<file path="src/pkg/qbt_pkg.sv">
package qbt_pkg;
    // Width of the transceiver slice.
    localparam int QBT_WIDTH = 4;
    // Driver register contents after reset.
    localparam logic [3:0] QBT_DRV_RESET = 4'h0;
    // Receiver latch contents after reset.
    localparam logic [3:0] QBT_RX_RESET = 4'h0;
    // Synchroniser depth for pin inputs.
    localparam int QBT_SYNC_STAGES = 2;
endpackage

</file>
<file path="src/design/qbt_sync.sv">
`timescale 1ns/10ps
// Two-stage synchroniser for pin inputs; the first stage feeds only the second.
module qbt_sync
    import qbt_pkg::*;
#(
    parameter int WIDTH = 1,
    parameter logic [WIDTH-1:0] INIT = '0
) (
    input wire logic clk,
    input wire logic resetn,
    input wire logic ce,
    input wire logic [WIDTH-1:0] pin,
    output logic [WIDTH-1:0] sync
);
    logic [WIDTH-1:0] meta;

    // Both stages freeze with the clock enable and reset to a constant.
    always_ff @(posedge clk) begin
        if (!resetn) begin
            meta <= INIT;
            sync <= INIT;
        end else if (ce) begin
            meta <= pin;
            sync <= meta;
        end
    end
endmodule

</file>
<file path="src/design/qbt_transceiver.sv">
`timescale 1ns/10ps
////////////////////////////////////////////////////////////////////////////////
module qbt_transceiver
    import qbt_pkg::*;
(
    input wire logic clk,
    input wire logic resetn,
    input wire logic ce,
    input wire logic [QBT_WIDTH-1:0] tx_in,
    input wire logic driver_reg_clock,
    input wire logic bus_drive_enable_n,
    input wire logic rx_latch_hold,
    input wire logic rx_out_enable_n,
    input wire logic [QBT_WIDTH-1:0] bus_in,
    output logic [QBT_WIDTH-1:0] bus_out,
    output logic [QBT_WIDTH-1:0] bus_oe,
    output logic [QBT_WIDTH-1:0] rx_out,
    output logic [QBT_WIDTH-1:0] rx_out_oe,
    output logic parity_out
);
    ////////////////////////////////////////////////////////////////////////////
    // All pins except clk, resetn and ce are asynchronous to clk, so each of those is synchronised first.
    localparam int NSYNC = 3 * QBT_WIDTH + 4;

    logic [NSYNC-1:0] pins_raw;
    logic [NSYNC-1:0] pins_s;
    logic [QBT_WIDTH-1:0] tx_s;
    logic [QBT_WIDTH-1:0] bus_s;
    logic [QBT_WIDTH-1:0] drv_echo_s;
    logic drclk_s;
    logic be_n_s;
    logic hold_s;
    logic oe_n_s;
    logic drclk_prev;
    logic [QBT_WIDTH-1:0] driver_reg_bit;
    logic [QBT_WIDTH-1:0] rx_latch_bit;

    // Synchronised pin bundle; tx data travels with its clock so they stay aligned.
    // The control bits reset to clock low, drive off, hold on and outputs off, so the
    // edge detector sees no false rise and no output enable pulses after reset.
    assign pins_raw = {tx_in, bus_in, driver_reg_bit, driver_reg_clock,
                       bus_drive_enable_n, rx_latch_hold, rx_out_enable_n};

    qbt_sync #(.WIDTH(NSYNC), .INIT({{(3*QBT_WIDTH){1'b0}}, 4'h7})) u_sync (
        .clk(clk),
        .resetn(resetn),
        .ce(ce),
        .pin(pins_raw),
        .sync(pins_s)
    );

    assign tx_s = pins_s[NSYNC-1 -: QBT_WIDTH];
    assign bus_s = pins_s[2*QBT_WIDTH+3 : QBT_WIDTH+4];
    assign drv_echo_s = pins_s[QBT_WIDTH+3:4];
    assign drclk_s = pins_s[3];
    assign be_n_s = pins_s[2];
    assign hold_s = pins_s[1];
    assign oe_n_s = pins_s[0];

    ////////////////////////////////////////////////////////////////////////////
    // Decoding of clock edge, latch source and parity.
    logic drclk_rise;
    logic [QBT_WIDTH-1:0] next_driver_reg_bit;
    logic [QBT_WIDTH-1:0] next_rx_latch_bit;
    logic next_parity;
    logic [QBT_WIDTH-1:0] rx_data;

    assign drclk_rise = drclk_s & ~drclk_prev;
    assign next_driver_reg_bit = drclk_rise ? tx_s : driver_reg_bit;
    // While we drive, the bus line is our own inverted bit; the echo avoids a pad read loop.
    assign rx_data = be_n_s ? ~bus_s : drv_echo_s;
    assign next_rx_latch_bit = hold_s ? rx_latch_bit : rx_data;
    assign next_parity = be_n_s ? ^rx_latch_bit : ^tx_s;

    ////////////////////////////////////////////////////////////////////////////
    // Driver register and edge detector; the driver clock is sampled synchronised.
    always_ff @(posedge clk) begin
        if (!resetn) begin
            drclk_prev <= 1'b0;
            driver_reg_bit <= QBT_DRV_RESET;
        end else if (ce) begin
            drclk_prev <= drclk_s;
            driver_reg_bit <= next_driver_reg_bit;
        end
    end

    // Receiver latch; hold uses the synchronised level to avoid a metastable enable.
    always_ff @(posedge clk) begin
        if (!resetn) begin
            rx_latch_bit <= QBT_RX_RESET;
        end else if (ce) begin
            rx_latch_bit <= next_rx_latch_bit;
        end
    end

    ////////////////////////////////////////////////////////////////////////////
    // Pin outputs, all registered.
    always_ff @(posedge clk) begin
        if (!resetn) begin
            bus_out <= '0;
            bus_oe <= '0;
            rx_out <= '0;
            rx_out_oe <= '0;
            parity_out <= 1'b0;
        end else if (ce) begin
            bus_out <= ~next_driver_reg_bit;
            bus_oe <= {QBT_WIDTH{~be_n_s}};
            rx_out <= rx_latch_bit;
            rx_out_oe <= {QBT_WIDTH{~oe_n_s}};
            parity_out <= next_parity;
        end
    end

    ////////////////////////////////////////////////////////////////////////////
    // Checks on the behaviour above.
    AST_LOAD_ON_EDGE:
    assert property (@(posedge clk) disable iff (!resetn)
        ce && drclk_rise |=> driver_reg_bit == $past(tx_s))
    else $error("Driver register missed a clock edge load.");

    AST_HOLD_NO_EDGE:
    assert property (@(posedge clk) disable iff (!resetn)
        !drclk_rise |=> $stable(driver_reg_bit))
    else $error("Driver register changed without an edge.");

    AST_BUS_DRIVE:
    assert property (@(posedge clk) disable iff (!resetn)
        ce && !be_n_s |=> bus_oe == 4'hF && bus_out == ~driver_reg_bit)
    else $error("Bus not driven with inverted register.");

    AST_BUS_FLOAT:
    assert property (@(posedge clk) disable iff (!resetn)
        ce && be_n_s |=> bus_oe == 4'h0)
    else $error("Bus driver active while disabled.");

    AST_RX_FOLLOW:
    assert property (@(posedge clk) disable iff (!resetn)
        ce && !hold_s && be_n_s |=> rx_latch_bit == ~$past(bus_s))
    else $error("Receiver latch not following inverted bus.");

    AST_RX_OPEN_LOOP:
    assert property (@(posedge clk) disable iff (!resetn)
        ce && !hold_s && !be_n_s |=> rx_latch_bit == $past(drv_echo_s))
    else $error("Receiver latch not following driven data.");

    AST_RX_HOLD:
    assert property (@(posedge clk) disable iff (!resetn)
        hold_s |=> $stable(rx_latch_bit))
    else $error("Receiver latch changed while held.");

    AST_RX_OE:
    assert property (@(posedge clk) disable iff (!resetn)
        ce |=> rx_out_oe == {4{~$past(oe_n_s)}} && rx_out == $past(rx_latch_bit))
    else $error("Receiver output enable or data wrong.");

    AST_PAR_GEN:
    assert property (@(posedge clk) disable iff (!resetn)
        ce && !be_n_s |=> parity_out == ^$past(tx_s))
    else $error("Generated parity wrong.");

    AST_PAR_CHK:
    assert property (@(posedge clk) disable iff (!resetn)
        ce && be_n_s |=> parity_out == ^$past(rx_latch_bit))
    else $error("Checked parity wrong.");

    COV_LOAD: cover property (@(posedge clk) disable iff (!resetn) ce && drclk_rise);
    COV_DRIVE: cover property (@(posedge clk) disable iff (!resetn) ce && !be_n_s ##1 be_n_s);
    COV_HOLD: cover property (@(posedge clk) disable iff (!resetn) !hold_s ##1 hold_s [*3]);
endmodule

</file>
<file path="config.mk">
export PLATFORM = sky130hd
export DESIGN_NAME = qbt_transceiver
export DESIGN_NICKNAME = d
export VERILOG_FILES = /design/src/pkg/qbt_pkg.sv /design/src/design/qbt_sync.sv /design/src/design/qbt_transceiver.sv
export SDC_FILE = /design/constraint.sdc
export NUM_CORES = 1
export LEC_CHECK = 0
export ABC_AREA = 1
export BUFFER_PORTS_ARGS = -buffer_cell sky130_fd_sc_hd__buf_4
export CORE_UTILIZATION = 30
export CTS_CLUSTER_DIAMETER = 30
export DETAILED_ROUTE_END_ITERATION = 10
export SYNTH_ARGS = -nofsm -noshare
export SYNTH_HDL_FRONTEND = slang
export SYNTH_HIERARCHICAL = 1
export SYNTH_SLANG_ARGS = --single-unit
</file>
<file path="constraint.sdc">
create_clock -name clk -period 1.3 [get_ports clk]
set_input_delay 0.065 -clock clk [delete_from_list [all_inputs] [get_ports clk]]
set_output_delay 0.065 -clock clk [all_outputs]
set_load 0.01 [all_outputs]
</file>
==> flow_metrics.tcl <==
set metrics [dict create \
    synth_top_area_frac 0.471 \
    top_layer "met4" \
    post_cts_resized 0 \
    grt_max_degree 60 \
    drtIter0Drc 95 \
    cts_hold_buf 3 \
    ys_seq_elements 52 \
    crit_chain "inv_1, nand2_1, nand2_1, inv_1, nand2_1, nand3_1, nand3_1, a21oi_1" \
    grt_pass1_wl_mm 7.33 \
    worst_path_most_repeated_cell "nand2_1" \
    drc_errors 0 \
    drt_first_pass_iters 4 \
    power_per_cell_area_nw_per_um2 1200 \
    wl_met2_mm 1.86 \
    hold_violations 0 \
    final_net_count 368 \
    max-vdd-ir-drop_mv 0.403 \
    coreArea_sq_um 6940 \
    p_leak_nw 1.25 \
    vias 1870 \
    die_h_um 87.8 \
    power_switching_mw 0.792 \
    ff_latch_area_sq_um 1040 \
    port_buffers 31 \
    drive_gt1_frac 0.127 \
    cp.required_ns 1.52 \
    combPwrFrac 0.139 \
    finalCriticalPeriod_ns 0.996 \
    grt.total_usage 0.119 \
    critical_path_class "flop to flop" \
    ys_types 19 \
    status "completed" \
    root_buffer "clkbuf_8" \
    antennaDiodeCount 0 \
    cp_top_family "flip-flops" \
    met3WireLength_um 143 \
    syn_inst 327 \
    drt-total-wl_mm 4.09 \
    skew_ns 0.00364 \
    final_cells 450 \
    clk_pin_slew_ns 0.09 \
    clock_latency_ns 0.29 \
    final_antenna_net_count 0 \
    htreeDepth 2 \
    syn_area_per_cell_sq_um 6.76 \
    postCtsSetupBuffers 0 \
    worst-path-max-fanout 3 \
    p_int_mw 2.32 \
    tightest_slew_ns 0.317 \
    die_w_um 87.8 \
    yosysWarnings 6 \
    arrival_ns 1.22 \
    syn_area_sq_um 2210 \
    cts_buffer_depth 2 \
    cp-end-kind "flop" \
    grt.overflow.total 0 \
    gp_congestion 0.760 \
    n_fill_cell 764 \
    hpwlAfterDp_mm 2.87 \
    cts_tree "yes" \
    cts_inserted_buffers 5 \
    rsz0062_at_grt "no" \
    row_count 30 \
    pwr-share-clk 0.297 \
    area.growth.synth_to_final_pct 17.3 \
    yosys.area.top_type "dfxtp_1" \
    cp-start-kind "flop" \
    drt-wirelength-per-cell_um 9.09 \
    grt_pass1_vias 1682 \
    hold_class "input pin to flop" \
    cpMaxStageDelayCell "dfxtp_1" \
    syn_nets 342 \
    final_util 0.373 \
    cts_sinks 52 \
    p_seq_frac 0.564 \
    slew_headroom 0.787 \
    via_per_inst 4.16 \
    power.total_mw 3.11 \
    synthTopCellsByArea "dfxtp_1 (47%), nand2_1 (19%), nor2_1 (10%)" \
    dp_cells 439 \
    synth-seq-area-share 0.471 \
    multi_input_area_sq_um 878 \
    drv_slew 0 \
    antenna_found_initial 0 \
    met1_length_mm 2.04 \
    start_util 0.318 \
    timing.hold.ws_ns 0.0517 \
    setup_viol 0 \
    fin_crit_sh 0.766 \
    path_buf_inv 2 \
    cpPeakStageDelay_ns 0.37 \
    io_pins 32 \
    fmax_mhz 1000 \
    die-area_sq_um 7720 \
    fin_setup_tns_ns 0 \
    drv_cap 0 \
    switching_share 0.254 \
]
## cells in the final DEF (no fill, tap or decap), types with 2 or more instances in the layout
| cell | instances |
|---|---|
| dfxtp_1 | 52 |
| inv_1 | 42 |
| nand3_1 | 9 |
| nand2_1 | 109 |
| o21ai_0 | 10 |
| buf_4 | 33 |
| dlygate4sd3_1 | 3 |
| nor2_4 | 2 |
| a31oi_1 | 3 |
| clkbuf_8 | 6 |
| a21oi_1 | 17 |
| nor2_1 | 60 |
| clkbuf_1 | 2 |
## cells by family (layout without fill, tap and decap cells)
kind of cell           Yosys count  in the layout  synth area share
buffers and inverters           62             89             0.132
and+or+nand+nor                181            181             0.320
AOI/OAI and AO/OA               32             32            0.0770
DFF                             52             52             0.471
## sequential cells by signal, summed over array words and instances, names as in the netlist, named ones only
signal / flops
bus_oe: 1
bus_out: 4
drclk_prev: 1
parity_out: 1
rx_latch_bit: 4
rx_out: 4
rx_out_oe: 1
u_sync/meta: 16
u_sync/sync: 16
## cell usage after synthesis
| cell type | count |
|---|---|
| nor2_1 | 60 |
| buf_2 | 8 |
| nor2_4 | 2 |
| buf_4 | 6 |
| a31oi_1 | 3 |
| a21oi_2 | 1 |
| a21oi_1 | 17 |
| clkinv_1 | 1 |
| buf_8 | 1 |
| buf_6 | 2 |
| inv_2 | 1 |
| nand2_1 | 109 |
| nand2_2 | 1 |
| nand3_1 | 9 |
| dfxtp_1 | 52 |
| o21ai_0 | 10 |
| clkbuf_1 | 1 |
| inv_1 | 42 |
| o211ai_1 | 1 |
## power groups by stage
stage | Sequential, mW | Clock (mW) | Combinational, mW
after floorplan | 1.79 | 0 | 0.297
after global placement | 1.79 | 0 | 0.425
after detailed placement | 1.79 | 0 | 0.430
after CTS | 1.76 | 0.966 | 0.439
after global routing | 1.77 | 1.04 | 0.504
final | 1.75 | 0.926 | 0.432
## final timing paths
kind	startpoint	endpoint	slack, ns	cells after the start
worst min-delay path	bus_in[1]	u_sync/meta[9]	0.05	5
worst min register to register	u_sync/sync[0]	rx_out_oe[0]	0.44	1
worst max-delay path	u_sync/sync[13]	parity_out	0.30	8
worst max register to register	u_sync/sync[13]	parity_out	0.30	8
## per-layer routing
layer | GRT usage | vias to the layer above
li1 | - | 1024
met1 | 0.148 | 817
met2 | 0.205 | 24
met3 | 0.0264 | 5
met4 | 0.0358 | 0
met5 | 0 | -
## stage by stage
stage | area, sq um | setup WS, ns
floorplan | 2210 | 0.445
global placement | 2470 | 0.317
detailed placement | 2470 | 0.312
CTS | 2590 | 0.285
global route | 2590 | 0.185
finish | 2590 | 0.304
## final cells by class
class | instances | share of cell area
Sequential cell | 52 | 0.402
Multi-Input combinational cell | 213 | 0.339
Timing Repair Buffer | 37 | 0.115
Inverter | 44 | 0.0637
Tap cell | 96 | 0.0463
Clock buffer | 8 | 0.0347
## worst reg2reg max path: stages, from the launching register on
cell and delay [ns]:
dfxtp_1 0.37, inv_1 0.06, nand2_1 0.05, nand2_1 0.09, inv_1 0.06, nand2_1 0.04
nand3_1 0.06, nand3_1 0.07, a21oi_1 0.12
(Power assumes the default switching activity.)
